==> src/logic/ring_opt_pkg.sv <==
// ring_opt_pkg: option word layout, register offsets and shared types
// assumes: used by ring_network_option_bits and its response mux
package ring_opt_pkg;

  // register byte offsets (word aligned)
  localparam logic [3:0] OFF_OPTION     = 4'h0;
  localparam logic [3:0] OFF_STATUS     = 4'h4;
  localparam logic [3:0] OFF_NET_ENABLE = 4'h8;

  // option word field positions
  localparam int BIT_POS_SHIFT  = 0;
  localparam int BIT_START_HOLD = 1;
  localparam int BIT_HOME_SRC   = 2;
  localparam int BIT_LOOP_SYNC  = 3;
  localparam int AUX_SEL_LO     = 4;
  localparam int AUX_SEL_W      = 4;
  localparam int OPT_W          = 16;

  // position data shift when compatibility bit is set
  localparam int POS_SHIFT_BITS = 5;

  localparam logic [15:0] OPTION_RESET = 16'h0000;

  // auxiliary register selector codes
  localparam logic [3:0] AUX_DIGITAL_IN = 4'h0;
  localparam logic [3:0] AUX_MOTOR_ENC  = 4'h3;
  localparam logic [3:0] AUX_LOAD_ENC   = 4'h4;

  // status register bit positions
  localparam int ST_DRIVE_EN  = 0;
  localparam int ST_NET_SEEN  = 1;
  localparam int ST_HOME      = 2;
  localparam int ST_LOOP_SYNC = 3;

  typedef struct packed {
    logic [31:0] motor_enc;
    logic [31:0] load_enc;
    logic [31:0] digital_in;
  } aux_src_t;

  typedef struct packed {
    logic        read;
    logic        write;
    logic [3:0]  address;
    logic [31:0] writedata;
  } avmm_req_t;

  typedef enum logic [1:0] {
    ENA_STARTUP,
    ENA_RUN,
    ENA_HOLD
  } ena_state_t;

endpackage : ring_opt_pkg

==> src/logic/ring_aux_select.sv <==
// ring_aux_select: picks the first auxiliary response word from the selector code
// assumes: sources are synchronous to clk_in; registered output
`timescale 1ns/1ps
`default_nettype none
module ring_aux_select (
  input  wire logic                  clk_in,
  input  wire logic                  resetn_in,
  input  wire logic [3:0]            sel_in,
  input  wire ring_opt_pkg::aux_src_t src_in,
  output logic [31:0]                aux_out
);

  logic [31:0] aux_ff;
  logic [31:0] nxt_aux;

  always_comb begin
    case (sel_in)
      ring_opt_pkg::AUX_DIGITAL_IN: nxt_aux = src_in.digital_in;
      ring_opt_pkg::AUX_MOTOR_ENC:  nxt_aux = src_in.motor_enc;
      ring_opt_pkg::AUX_LOAD_ENC:   nxt_aux = src_in.load_enc;
      default:                      nxt_aux = 32'h0000_0000;
    endcase
  end

  always_ff @(posedge clk_in or negedge resetn_in) begin
    if (!resetn_in) begin
      aux_ff <= 32'h0000_0000;
    end else begin
      aux_ff <= nxt_aux;
    end
  end

  assign aux_out = aux_ff;

endmodule // ring_aux_select
`default_nettype wire

==> src/logic/ring_network_option_bits.sv <==
// ring_network_option_bits: option word of a servo drive on a ring motion network
// assumes: Avalon-MM slave on clk_in; network inputs synchronous to clk_in
//
// Functional notes
// - bit0 shifts sent position up five
// - bit1 holds drive off until network enable
// - bit1 clear runs drive until messages arrive
// - bit2 picks encoder index for home status
// - bit3 requests current loop lock to ring
// - bits4-7 select first auxiliary register content
// - codes 0 digital, 3 motor, 4 load
`timescale 1ns/1ps
`default_nettype none
module ring_network_option_bits #(
  parameter int POS_W = 32
) (
  input  wire logic                   clk_in,
  input  wire logic                   resetn_in,
  // avalon-mm slave
  input  wire logic [3:0]             avs_address_in,
  input  wire logic                   avs_read_in,
  input  wire logic                   avs_write_in,
  input  wire logic [31:0]            avs_writedata_in,
  input  wire logic [3:0]             avs_byteenable_in,
  output logic [31:0]                 avs_readdata_out,
  output logic                        avs_waitrequest_out,
  output logic                        avs_response_err_out,
  // network side
  input  wire logic                   net_msg_valid_in,
  input  wire logic                   net_enable_cmd_in,
  input  wire logic                   net_disable_cmd_in,
  input  wire logic [POS_W-1:0]       position_in,
  input  wire logic                   enc_index_in,
  input  wire logic                   gp_home_in,
  input  wire ring_opt_pkg::aux_src_t aux_src_in,
  // drive side
  output logic [POS_W-1:0]            tx_position_out,
  output logic                        tx_home_out,
  output logic [31:0]                 tx_aux1_out,
  output logic                        drive_enable_out,
  output logic                        loop_sync_req_out
);

  logic [15:0]                    option_ff;
  logic                           ack_ff;
  logic [31:0]                    rdata_ff;
  logic                           err_ff;
  logic                           sw_enable_ff;
  logic                           net_seen_ff;
  ring_opt_pkg::ena_state_t       ena_state_ff;
  ring_opt_pkg::ena_state_t       nxt_ena_state;
  logic [POS_W-1:0]               tx_pos_ff;
  logic                           tx_home_ff;
  logic                           drive_en_ff;
  logic                           loop_sync_ff;
  logic                           hit;
  logic                           wr_take;
  logic                           rd_take;
  logic [31:0]                    status_word;

  function automatic logic addr_mapped(input logic [3:0] a);
    addr_mapped = (a == ring_opt_pkg::OFF_OPTION) ||
                  (a == ring_opt_pkg::OFF_STATUS) ||
                  (a == ring_opt_pkg::OFF_NET_ENABLE);
  endfunction

  // one wait cycle per access: request is taken on the edge where waitrequest is low
  assign hit     = (avs_read_in || avs_write_in) && !ack_ff;
  assign wr_take = avs_write_in && ack_ff;
  assign rd_take = avs_read_in && ack_ff;

  always_ff @(posedge clk_in or negedge resetn_in) begin
    if (!resetn_in) begin
      ack_ff <= 1'b0;
    end else begin
      ack_ff <= hit;
    end
  end

  // option word, byte lanes 0 and 1
  always_ff @(posedge clk_in or negedge resetn_in) begin
    if (!resetn_in) begin
      option_ff <= ring_opt_pkg::OPTION_RESET;
    end else if (wr_take && avs_address_in == ring_opt_pkg::OFF_OPTION) begin
      if (avs_byteenable_in[0]) begin
        option_ff[7:0] <= avs_writedata_in[7:0];
      end
      if (avs_byteenable_in[1]) begin
        option_ff[15:8] <= avs_writedata_in[15:8];
      end
    end
  end

  // software stand-in for the network enable command; bit0 gives a one-cycle enable pulse, write 0 has no effect
  always_ff @(posedge clk_in or negedge resetn_in) begin
    if (!resetn_in) begin
      sw_enable_ff <= 1'b0;
    end else if (wr_take && avs_address_in == ring_opt_pkg::OFF_NET_ENABLE
                 && avs_byteenable_in[0]) begin
      sw_enable_ff <= avs_writedata_in[0];
    end else if (sw_enable_ff) begin
      sw_enable_ff <= 1'b0;
    end
  end

  // sticky: first network message ends stand-alone operation
  always_ff @(posedge clk_in or negedge resetn_in) begin
    if (!resetn_in) begin
      net_seen_ff <= 1'b0;
    end else if (net_msg_valid_in) begin
      net_seen_ff <= 1'b1;
    end
  end

  always_comb begin
    status_word                            = 32'h0000_0000;
    status_word[ring_opt_pkg::ST_DRIVE_EN]  = drive_en_ff;
    status_word[ring_opt_pkg::ST_NET_SEEN]  = net_seen_ff;
    status_word[ring_opt_pkg::ST_HOME]      = tx_home_ff;
    status_word[ring_opt_pkg::ST_LOOP_SYNC] = loop_sync_ff;
  end

  always_ff @(posedge clk_in or negedge resetn_in) begin
    if (!resetn_in) begin
      rdata_ff <= 32'h0000_0000;
      err_ff   <= 1'b0;
    end else if (hit) begin
      err_ff <= !addr_mapped(avs_address_in);
      if (avs_read_in) begin
        case (avs_address_in)
          ring_opt_pkg::OFF_OPTION: rdata_ff <= {16'h0000, option_ff};
          ring_opt_pkg::OFF_STATUS: rdata_ff <= status_word;
          default:                  rdata_ff <= 32'h0000_0000;
        endcase
      end
    end
  end

  // startup enable policy
  always_comb begin
    nxt_ena_state = ena_state_ff;
    case (ena_state_ff)
      ring_opt_pkg::ENA_STARTUP: begin
        if (option_ff[ring_opt_pkg::BIT_START_HOLD]) begin
          nxt_ena_state = ring_opt_pkg::ENA_HOLD;
        end else if (net_msg_valid_in) begin
          // network now owns enable; wait for its command
          nxt_ena_state = ring_opt_pkg::ENA_HOLD;
        end
      end
      ring_opt_pkg::ENA_HOLD: begin
        if ((net_enable_cmd_in || sw_enable_ff) && !net_disable_cmd_in) begin
          nxt_ena_state = ring_opt_pkg::ENA_RUN;
        end
      end
      ring_opt_pkg::ENA_RUN: begin
        if (net_disable_cmd_in) begin
          nxt_ena_state = ring_opt_pkg::ENA_HOLD;
        end
      end
      default: nxt_ena_state = ring_opt_pkg::ENA_STARTUP;
    endcase
  end

  always_ff @(posedge clk_in or negedge resetn_in) begin
    if (!resetn_in) begin
      ena_state_ff <= ring_opt_pkg::ENA_STARTUP;
    end else begin
      ena_state_ff <= nxt_ena_state;
    end
  end

  always_ff @(posedge clk_in or negedge resetn_in) begin
    if (!resetn_in) begin
      drive_en_ff <= 1'b0;
    end else begin
      // stand-alone operation only while no hold is requested and no message seen
      drive_en_ff <= (nxt_ena_state == ring_opt_pkg::ENA_RUN) ||
                     (nxt_ena_state == ring_opt_pkg::ENA_STARTUP &&
                      !option_ff[ring_opt_pkg::BIT_START_HOLD]);
    end
  end

  // outgoing position, optional shift for controller compatibility
  always_ff @(posedge clk_in or negedge resetn_in) begin
    if (!resetn_in) begin
      tx_pos_ff <= '0;
    end else if (option_ff[ring_opt_pkg::BIT_POS_SHIFT]) begin
      tx_pos_ff <= position_in << ring_opt_pkg::POS_SHIFT_BITS;
    end else begin
      tx_pos_ff <= position_in;
    end
  end

  always_ff @(posedge clk_in or negedge resetn_in) begin
    if (!resetn_in) begin
      tx_home_ff <= 1'b0;
    end else begin
      tx_home_ff <= option_ff[ring_opt_pkg::BIT_HOME_SRC] ? enc_index_in
                                                           : gp_home_in;
    end
  end

  // request only; the loop timer must see a ring period that divides evenly
  always_ff @(posedge clk_in or negedge resetn_in) begin
    if (!resetn_in) begin
      loop_sync_ff <= 1'b0;
    end else begin
      loop_sync_ff <= option_ff[ring_opt_pkg::BIT_LOOP_SYNC];
    end
  end

  ring_aux_select u_aux (
    .clk_in    (clk_in),
    .resetn_in (resetn_in),
    .sel_in    (option_ff[ring_opt_pkg::AUX_SEL_LO +: ring_opt_pkg::AUX_SEL_W]),
    .src_in    (aux_src_in),
    .aux_out   (tx_aux1_out)
  );

  assign avs_readdata_out     = rdata_ff;
  assign avs_waitrequest_out  = !ack_ff;
  assign avs_response_err_out = err_ff;
  assign tx_position_out      = tx_pos_ff;
  assign tx_home_out          = tx_home_ff;
  assign drive_enable_out     = drive_en_ff;
  assign loop_sync_req_out    = loop_sync_ff;

endmodule // ring_network_option_bits
`default_nettype wire

==> config.mk <==
export PLATFORM = sky130hd
export DESIGN_NAME = ring_network_option_bits
export DESIGN_NICKNAME = d
export VERILOG_FILES = /design/src/logic/ring_opt_pkg.sv /design/src/logic/ring_aux_select.sv /design/src/logic/ring_network_option_bits.sv
export SDC_FILE = /design/constraint.sdc
export NUM_CORES = 1
export LEC_CHECK = 0
export ABC_AREA = 1
export BUFFER_PORTS_ARGS = -buffer_cell sky130_fd_sc_hd__buf_2
export CORE_ASPECT_RATIO = 0.8
export CORE_MARGIN = 4
export CORE_UTILIZATION = 48
export DETAILED_ROUTE_END_ITERATION = 16
export PLACE_DENSITY = 0.91
export SLEW_MARGIN = 20
export SYNTH_ARGS = -nofsm -noshare
export SYNTH_HDL_FRONTEND = slang
export SYNTH_SLANG_ARGS = --single-unit
export TNS_END_PERCENT = 1
==> constraint.sdc <==
create_clock -name clk_in -period 2.96 [get_ports clk_in]
set_input_delay 0.148 -clock clk_in [delete_from_list [all_inputs] [get_ports clk_in]]
set_output_delay 0.148 -clock clk_in [all_outputs]
set_load 0.005 [all_outputs]
==> key figures, run 1 <==
Outcome
  • Outcome: complete, no violations

Synthesis
  • Commonest cells in the netlist: dfrtp_1, nand2_1, nand3_1
  • Post-Syn Area: 5030 um2
  • Top post-synthesis cells by area: dfrtp_1, nand2_1, nand3_1
  • Yosys top cell area share: between 50 and 60%
  • Most numerous cell in the Yosys netlist: dfrtp_1
  • Register bit total from synthesis: approximately 110
  • Syn avg cell area: 9.75 um2
  • Seq/Total Area, Yosys: 52.2%
  • Post-synth EDFFs: 0
  • Post-synthesis cell count: 516
  • Library cells used by synthesis: 28
  • Number of synthesis warnings: 0
  • Area leader, netlist: dfrtp_1
  • Most common flop cell mapped by yosys: dfrtp_1
  • Async set-reset flop share out of synthesis: between 90% and 100%

Global routing
  • Vias in the first global route: around 4.3k
  • First-pass GRT wire length: 20,900 um
  • All-layer global routing usage: 21.8%
  • Largest net degree at the start of global routing: 63
  • Overflow after GRT: 0
  • Antenna violations before repair: 0

Timing
  • Setup ws final: between 1000 and 1500 ps
  • Tmin final: approximately 1800 ps
  • Final setup viols: 0
  • RSZ-0062 raised after global routing: no
  • Tcrit/Tclk final: 62.2%
  • Worst Hold Margin: slightly above 20 ps
  • Hold Violations, Final: 0
  • Slew headroom: 33.7%
  • Fin. max-slew vios: 0
  • Max frequency: approximately 0.54 GHz
  • TNS Setup: 0 ps
  • Worst-Margin Slew: 993 ps
  • Setup Skew: 9.36 ps

Hold path
  • Hold path start: position_in[0]
  • Hold/Removal Path Class: input pin to flop
  • Hold Path Sink: tx_position_out[0]
  • Cell depth of the worst hold path: 3

Floorplan
  • Core ar.: ~10,000 um2
  • Chip Height: approximately 100 um
  • Floorplan die width: approximately 120 um
  • Die area: 12,200 um2
  • Number of cell rows: 33
  • Starting Density: about half
  • IO Pins: about 280

Worst setup path
  • WP data arrival: between 2000 and 2500 ps
  • Critical-path maximum fanout: 47
  • CP Cell Sequence: nor2_4 -> buf_4 -> nand4_1 -> nand3_2
  • WP buf/inv: 1
  • R2r endpoint: u_aux.aux_out[20]
  • Worst stage delay on the critical path: between 700 and 800 ps
  • Critical-path top delay cell: nor2_4
  • Setup crit end kind: flop
  • R2R setup slack: 1120 ps
  • Crit start category: flop
  • Critical path's top delay family: simple AND/OR/NAND/NOR gates
  • Critical Path RT: approximately 3200 ps
  • RR Startpoint: option_ff[5]
  • WS Path Type: flop to flop
  • Worst R2R Path Depth: 4

Clocking
  • Clock Sinks: 105
  • Reg clk slew, reported paths: roughly 80 ps
  • CTS buffer count: 9
  • Skew-Pair Late Insertion Delay: ~340 ps
  • Root Buffer: clkbuf_16
  • CTS tree: yes
  • Clock Tree Buf Depth: 2
  • Post-cts sizing count: 0
  • H-tree depth: 3

Placement
  • DP Worst Slack: between 1000 and 1500 ps
  • I/O Buffers: 243
  • DP HPWL: 10,400 um
  • Gp weighted congestion: ~0.77

Layout
  • Util after Layout: 64.4%
  • ANT cells: 0
  • Layout cells sized above 1: between 40 and 50%
  • Layout Nets: roughly 900
  • Register area: ~2600 um2
  • Synthesis-to-layout area growth: 31.0%
  • Filler Cell Count: between 800 and 900
  • Multi-input gate area: around 2000 um2

Power
  • Peak VDD IR: approximately 0.32 mV
  • Pwr dens: about 600 nW/um2
  • Design Power: a little under 4 mW
  • Leakage: 3.89 nW

Flow run
  • Max_cap viols: 0

Drt
  • Post-DR vias/cell: slightly above 5
  • Drt first pass iters: 5
  • Antenna-violating nets left: 0
  • Drt wl/cell: roughly 15 um
  • Initial DRC count: 232
  • DRC: 0
  • Via count: about 4.5k
  • Routed WL: 13,700 um
[report_power, final]
| group | internal (mW) | total [mW] | switching [mW] | leakage (nW) |
|---|---|---|---|---|
| Clock | 0.681 | 1.25 | 0.568 | 0.157 |
| Combinational | 0.389 | 0.925 | 0.536 | 2.42 |
| Sequential | 1.65 | 1.74 | 0.0954 | 1.32 |
| Total | 2.72 | 3.92 | 1.20 | 3.89 |
[state kept, by name, summed over array words and instances, names as in the netlist]
signal and cells:
ack_ff 1, tx_position_out 32, option_ff 16, avs_response_err_out 1
loop_sync_req_out 1, tx_home_out 1, drive_enable_out 1, ena_state_ff 2
u_aux.aux_out 32, net_seen_ff 1, avs_readdata_out 16, sw_enable_ff 1
[worst max path at each step]
stage                       from  cells past startpoint                 to
floorplan           option_ff[6]                      7   u_aux.aux_out[0]
global placement    option_ff[5]                      4   u_aux.aux_out[8]
detailed placement  option_ff[5]                      4  u_aux.aux_out[20]
CTS                 option_ff[5]                      4  u_aux.aux_out[20]
global route        option_ff[5]                      4  u_aux.aux_out[20]
finish              option_ff[5]                      4  u_aux.aux_out[20]
[kinds of logic (layout without fill, tap and decap cells)]
kind of cell           after synthesis  in the layout  share of synthesized area, %
and+or+nand+nor                    301            301                          35.6
AOI/OAI and AO/OA                   27             27                          2.71
muxes                                2              2                         0.448
DFF                                105            105                          52.2
buffers and inverters               80            300                          9.00
other                                1             16                        0.0745
[metrics by stage]
stage | area [um2] | cells
finish | 6590 | 891
global route | 6590 | 891
CTS | 6590 | 891
detailed placement | 6240 | 872
global placement | 6240 | 872
floorplan | 5090 | 531
[cell type report]
cell class | instances | area share [%]
Clock buffer | 9 | 3.42
Timing Repair Buffer | 253 | 20.3
Tap cell | 140 | 2.66
Multi-Input combinational cell | 346 | 30.6
Sequential cell | 105 | 39.9
Clock inverter | 7 | 1.44
Inverter | 31 | 1.77
[worst reg2reg max path: stages (launching register included)]
cell and delay (ps):
dfrtp_1 430, nor2_4 780, buf_4 340, nand4_1 110, nand3_2 120
[layout by cell type (no fill, tap or decap), types with 2 or more instances in the layout]
| cell | synthesis | final |
|---|---|---|
| buf_2 | 14 | 242 |
| nand3_2 | 30 | 30 |
| dlygate4sd3_1 | 0 | 3 |
| inv_8 | 0 | 2 |
| a21oi_1 | 15 | 15 |
| conb_1 | 1 | 16 |
| nand2_2 | 3 | 3 |
| nor2_1 | 30 | 30 |
| nand3_1 | 68 | 68 |
| buf_4 | 17 | 5 |
| inv_1 | 28 | 28 |
| nand4_1 | 37 | 37 |
| clkinv_4 | 0 | 2 |
| dfrtp_1 | 105 | 105 |
| o21ai_1 | 11 | 11 |
| nand2_4 | 30 | 30 |
| inv_2 | 3 | 3 |
| buf_12 | 3 | 3 |
| nor2_4 | 3 | 4 |
| clkbuf_16 | 0 | 9 |
| nand2_1 | 94 | 94 |
[routing by layer]
layer	track usage (%)	part of all wire [%]
met1	25.8	38
met2	38.7	52
met3	6.25	7.7
met4	6.02	2.0
met5	0	0
[timing repair]
action                                 in CTS  in global routing
hold buffers                                3                  0
endpoints found under the hold margin      45                  0
setup buffers                               0                  0
Note: power is estimated with default switching activity, not from simulation.
==> run 2: changes to the inputs <==
- CORE_UTILIZATION: 48 -> 45
- PLACE_DENSITY: 0.91 -> 0.86
- clock period: 2.96 -> 1.8 ns (I/O delays scaled with it)
==> key figures, run 2 (synthesis gave the netlist of run 1 again) <==
Power
  • Psw: 2.07 mW
  • Pwr dens: 873 nW/um2
  • P_int: between 4 and 5 mW
  • Design Power: about 6.6 mW
  • Peak VDD IR: 0.711 mV
  • Clock share of power: approximately 28%
  • Sw Share: a little under a third
  • Combinational power share: around 28%
  • Sequential power share: around 44%
  • Leakage: roughly 4.3 nW

Clocking
  • Skew-Pair Late Insertion Delay: approximately 340 ps
  • Clock Sinks: about 110
  • Clock Tree Buf Depth: 2
  • Reg clk slew, reported paths: roughly 70 ps
  • Root Buffer: clkbuf_16
  • H-tree depth: 3
  • CTS tree: yes
  • CTS buffer count: 9

Hold path
  • Cell depth of the worst hold path: 3
  • Hold/Removal Path Class: input pin to flop

Floorplan
  • Number of cell rows: 34
  • Core ar.: 10,900 um2
  • Chip Height: 103 um
  • Floorplan die width: between 100 and 150 um
  • IO Pins: ~280
  • Starting Density: between 40% and 50%
  • Die area: approximately 13,000 um2

Timing
  • Tcrit/Tclk final: 94.9%
  • Max frequency: approximately 0.59 GHz
  • Worst Hold Margin: between 10 and 15 ps
  • Final setup viols: 0
  • Tmin final: ~1700 ps
  • RSZ-0062 raised after global routing: no
  • Setup Skew: about 6.2 ps
  • TNS Setup: 0 ps
  • Fin. max-slew vios: 0
  • Hold Violations, Final: 0

Global routing
  • Vias in the first global route: ~5.0k
  • Overflow after GRT: 0
  • First-pass GRT wire length: around 25,000 um
  • All-layer global routing usage: approximately 25%
  • Antenna violations before repair: 0
  • Largest net degree at the start of global routing: 65

Flow run
  • Max_cap viols: 0

Worst setup path
  • Worst stage delay on the critical path: between 500 and 600 ps
  • Critical Path RT: between 2000 and 2500 ps
  • Critical path's top delay family: buffers and inverters
  • CP Cell Sequence: nor2_4 -> buf_6 -> nand3_1 -> nand3_2 -> dlygate4sd3_1
  • Worst R2R Path Depth: 5
  • Critical-path maximum fanout: 32
  • Critical-path top delay cell: dlygate4sd3_1
  • WP buf/inv: 2
  • WP data arrival: between 1500 and 2000 ps
  • Crit start category: flop
  • Setup crit end kind: flop
  • WP depth: 5
  • WS Path Type: flop to flop

Drt
  • Antenna-violating nets left: 0
  • Post-DR vias/cell: between 5 and 6
  • Routed WL: between 15,000 and 20,000 um
  • Initial DRC count: ~320
  • Drt wl/cell: about 17 um
  • Drt first pass iters: 5
  • DRC: 0
  • Via count: approximately 5k

Layout
  • Layout Cells excl Fill: just under 1k
  • Filler Cell Count: about 800
  • Most frequent cells in the layout: buf_2, dfrtp_1, nand2_1
  • Final Cell Area: around 7500 um2
  • Layout cells sized above 1: between 40% and 50%
  • Multi-input gate area: just over 2000 um2
  • Synthesis-to-layout area growth: 49.6%
  • Commonest non-fill, non-tap cell in the layout: buf_2
  • Register area: 2630 um2
  • Layout Nets: about 1k
  • ANT cells: 0

Placement
  • Placed cells: 879
  • I/O Buffers: ~240
  • Gp weighted congestion: ~0.83
  • DP HPWL: 10,300 um
  • Placed cell areas: approximately 6300 um2

Outcome
  • Outcome: complete, no violations
run 2: cell type report:
class | count | area share (%)
Clock inverter | 7 | 0.715
Multi-Input combinational cell | 346 | 26.8
Timing Repair Buffer | 346 | 30.6
Tap cell | 144 | 2.39
Inverter | 31 | 1.58
Clock buffer | 9 | 2.99
Sequential cell | 105 | 34.9
run 2: per-stage QoR:
step | util [%] | setup WS [ps]
6_report | 69.1 | 91.9
5_1_grt | 69.1 | 22.8
4_1_cts | 68.7 | 27.2
3_5_place_dp | 57.8 | 379
3_3_place_gp | 57.8 | 410
2_1_floorplan | - | 596
run 2: tightest hold or removal path: cells and delay by family:
family        cells  cell delay [ps]
simple gates      2              150
buf+inv           1               80
run 2: path summary, 6_finish.rpt:
kind	from	slack [ps]	endpoint
setup / recovery	option_ff[7]	90	u_aux.aux_out[0]
hold / removal	aux_src_in[27]	10	u_aux.aux_out[27]
setup reg to reg	option_ff[7]	90	u_aux.aux_out[0]
hold reg to reg	option_ff[3]	430	loop_sync_req_out
max in group asynchronous	resetn_in	860	u_aux.aux_out[25]
min in group asynchronous	resetn_in	210	u_aux.aux_out[16]
run 2: power groups by stage:
stage          clock network, mW  registers (mW)  logic, mW
4_1_cts                     1.90            2.86       1.74
6_report                    1.87            2.87       1.84
3_5_place_dp                   0            2.90       1.54
2_1_floorplan                  0            2.92      0.811
5_1_grt                     1.99            2.90       2.00
3_3_place_gp                   0            2.88       1.52
run 2: what timing repair did:
item | CTS | global route
endpoints found under the hold margin | 103 | 0
endpoints found under the setup margin | 0 | 1
setup buffers | 0 | 1
hold buffers | 91 | 0
gates resized for setup | 0 | 4
run 2: routing by layer:
metal / vias to the layer above / routed length, um / GRT usage [%]
met5: - / 0 / 0
met4: 0 / 451 / 8.82
met3: 44 / 1370 / 6.11
met2: 282 / 8950 / 47.0
met1: 2354 / 5920 / 27.2
li1: 2327 / - / -
==> run 3: changes to the inputs <==
- ABC_AREA: 1 -> not set
- CORE_UTILIZATION: 45 -> 43
==> key figures, run 3 <==
Outcome
  • Outcome: complete, no violations

Synthesis
  • Most common flop cell mapped by yosys: dfrtp_1
  • Seq/Total Area, Yosys: between 50% and 60%
  • Library cells used by synthesis: 32
  • Post-synth EDFFs: 0
  • Async set-reset flop share out of synthesis: 100%
  • Post-Syn Area: ~4400 um2
  • Yosys top cell area share: between 50 and 60%
  • Register bit total from synthesis: roughly 110
  • Commonest cells in the netlist: dfrtp_1, mux2_2, mux2i_1, nand2_1, o21ai_0
  • Syn avg cell area: 13.1 um2
  • Most numerous cell in the Yosys netlist: dfrtp_1
  • Post-synthesis cell count: ~340
  • Area leader, netlist: dfrtp_1
  • Top post-synthesis cells by area: dfrtp_1, mux2_2, mux2i_1
  • Number of synthesis warnings: 0

Floorplan
  • Number of cell rows: 32
  • Die area: ~12,000 um2
  • Starting Density: about 45%
  • Core ar.: between 9000 and 10,000 um2
  • IO Pins: ~280
  • Floorplan die width: between 100 and 150 um
  • Chip Height: just under 100 um

Worst setup path
  • Critical-path maximum fanout: 32
  • CP Cell Sequence: nor4bb_4 -> buf_4 -> nand2_1 -> o21ai_0
  • Worst stage delay on the critical path: approximately 570 ps
  • Critical Path RT: about 2000 ps
  • WS Path Type: flop to flop
  • Setup crit end kind: flop
  • Crit start category: flop
  • WP data arrival: approximately 1800 ps
  • Critical-path top delay cell: dfrtp_2

Timing
  • Tmin final: 1560 ps
  • TNS Setup: 0 ps
  • Max frequency: between 0.6 and 0.7 GHz
  • Worst-Margin Slew: around 560 ps
  • Slew headroom: 62.9%
  • Tcrit/Tclk final: 86.9%
  • RSZ-0062 raised after global routing: no
  • Setup Skew: 9.85 ps
  • Fin. max-slew vios: 0
  • Hold Violations, Final: 0
  • Final setup viols: 0

Hold path
  • Hold/Removal Path Class: input pin to flop

Global routing
  • All-layer global routing usage: between 20% and 30%
  • GR Util met3: just under 6%
  • Overflow after GRT: 0
  • M2 GR Usage: 43.1%
  • First-pass GRT wire length: between 20,000 and 25,000 um
  • Top Usage Layer GRT: met2
  • Largest net degree at the start of global routing: around 110
  • Met1 Resource Use GR: 22.8%
  • Vias in the first global route: 4,316
  • Antenna violations before repair: 0

Power
  • Pwr dens: a little over 900 nW/um2
  • Peak VDD IR: 0.675 mV
  • Leakage: roughly 3.4 nW

Layout
  • Layout Cells excl Fill: around 800
  • Util after Layout: a little under 70%
  • Commonest non-fill, non-tap cell in the layout: buf_2
  • Filler Cell Count: about 720
  • Layout Nets: around 830
  • ANT cells: 0
  • Most frequent cells in the layout: buf_2, dfrtp_1, dlygate4sd3_1
  • Synthesis-to-layout area growth: 54.5%
  • Layout cells sized above 1: 49.8%

Placement
  • DP HPWL: 8950 um
  • Gp weighted congestion: ~0.8
  • Placed cells: about 700
  • I/O Buffers: roughly 240

Clocking
  • Skew-Pair Late Insertion Delay: 330 ps
  • H-tree depth: 3
  • Reg clk slew, reported paths: 70 ps
  • Root Buffer: clkbuf_16
  • CTS tree: yes
  • Clock Tree Buf Depth: 2
  • Clock Sinks: ~110
  • CTS buffer count: 9
  • Post-CTS Setup Bufs: 0

Drt
  • Via count: approximately 3.8k
  • Drt wl/cell: roughly 17 um
  • Antenna-violating nets left: 0
  • Initial DRC count: about 170
  • Post-DR vias/cell: 4.80
  • Drt first pass iters: 4
  • Routed WL: between 10,000 and 15,000 um
  • DRC: 0

Flow run
  • Max_cap viols: 0
-- run 3: changes by cell type after synthesis, sizes merged, moves of 26 or more --
cell   delta
mux2     +44
inv      -29
nor2     -31
nand2    -91
o21ai    +26
nand3    -94
mux2i    +36
nand4    -37
-- run 3: area by class of cell --
| class | count | area (um2) | area share (%) |
|---|---|---|---|
| clock inverters | 4 | 76.3 | 1.12 |
| repair buffers | 328 | 2080 | 30.5 |
| well taps | 136 | 170 | 2.50 |
| clock buffers | 10 | 239 | 3.51 |
| multi-input cells | 210 | 1610 | 23.6 |
| inverters | 2 | 7.51 | 0.110 |
| flip-flops and latches | 105 | 2630 | 38.6 |
-- run 3: logic make-up after synthesis --
logic type / count (synthesis) / synth area share (%)
flops: 105 / 59.6
simple gates: 59 / 7.30
mux: 82 / 19.9
buf+inv: 37 / 5.53
other cells: 1 / 0.0851
compound gates: 53 / 7.55
-- run 3: worst max-delay path, delay by kind of cell (launching register included) --
family / cells / cell delay (ps)
flip-flops: 1 / 570
AND/OR/NAND/NOR: 2 / 410
AO/OA/AOI/OAI: 1 / 120
buffers and inverters: 1 / 350
-- run 3: what timing repair did --
action / CTS / global route
hold buffers: 79 / 0
endpoints found under the setup margin: 0 / 0
gates resized for setup: 0 / 0
endpoints found under the hold margin: 178 / 0
-- run 3: path summary, 6_finish.rpt --
check / start / end / slack, ps / cells after the start
setup / recovery: option_ff[6] / u_aux.aux_out[19] / 240 / 4
hold / removal: avs_writedata_in[15] / option_ff[15] / 10 / 2
setup reg to reg: option_ff[6] / u_aux.aux_out[19] / 240 / 4
hold reg to reg: option_ff[3] / loop_sync_req_out / 400 / 0
max in group asynchronous: resetn_in / option_ff[6] / 990 / 3
min in group asynchronous: resetn_in / net_seen_ff / 360 / 3
-- run 3: layer usage --
metal	up-vias	part of all wire, %
met3	29	5.7
met1	1869	35
met4	0	2.3
li1	1774	-
met2	145	57
met5	-	0
-- run 3: report_power, final --
| part | switching (mW) | leakage, nW | internal, mW | total, mW |
|---|---|---|---|---|
| combinational | 0.625 | 1.92 | 0.732 | 1.36 |
| sequential | 0.149 | 1.32 | 2.70 | 2.84 |
| clock | 0.814 | 0.151 | 1.25 | 2.06 |
-- run 3: metrics by stage --
stage | setup slack (ps) | hold WS (ps) | total power, mW | instance area [um2]
after floorplan | 521 | -206 | 3.45 | 4460
after global placement | 352 | 195 | 4.03 | 5700
after detailed placement | 285 | 213 | 4.10 | 5700
after CTS | 238 | 1.20 | 6.30 | 6810
after global routing | 162 | 4.66 | 6.56 | 6810
final | 237 | 9.74 | 6.26 | 6810
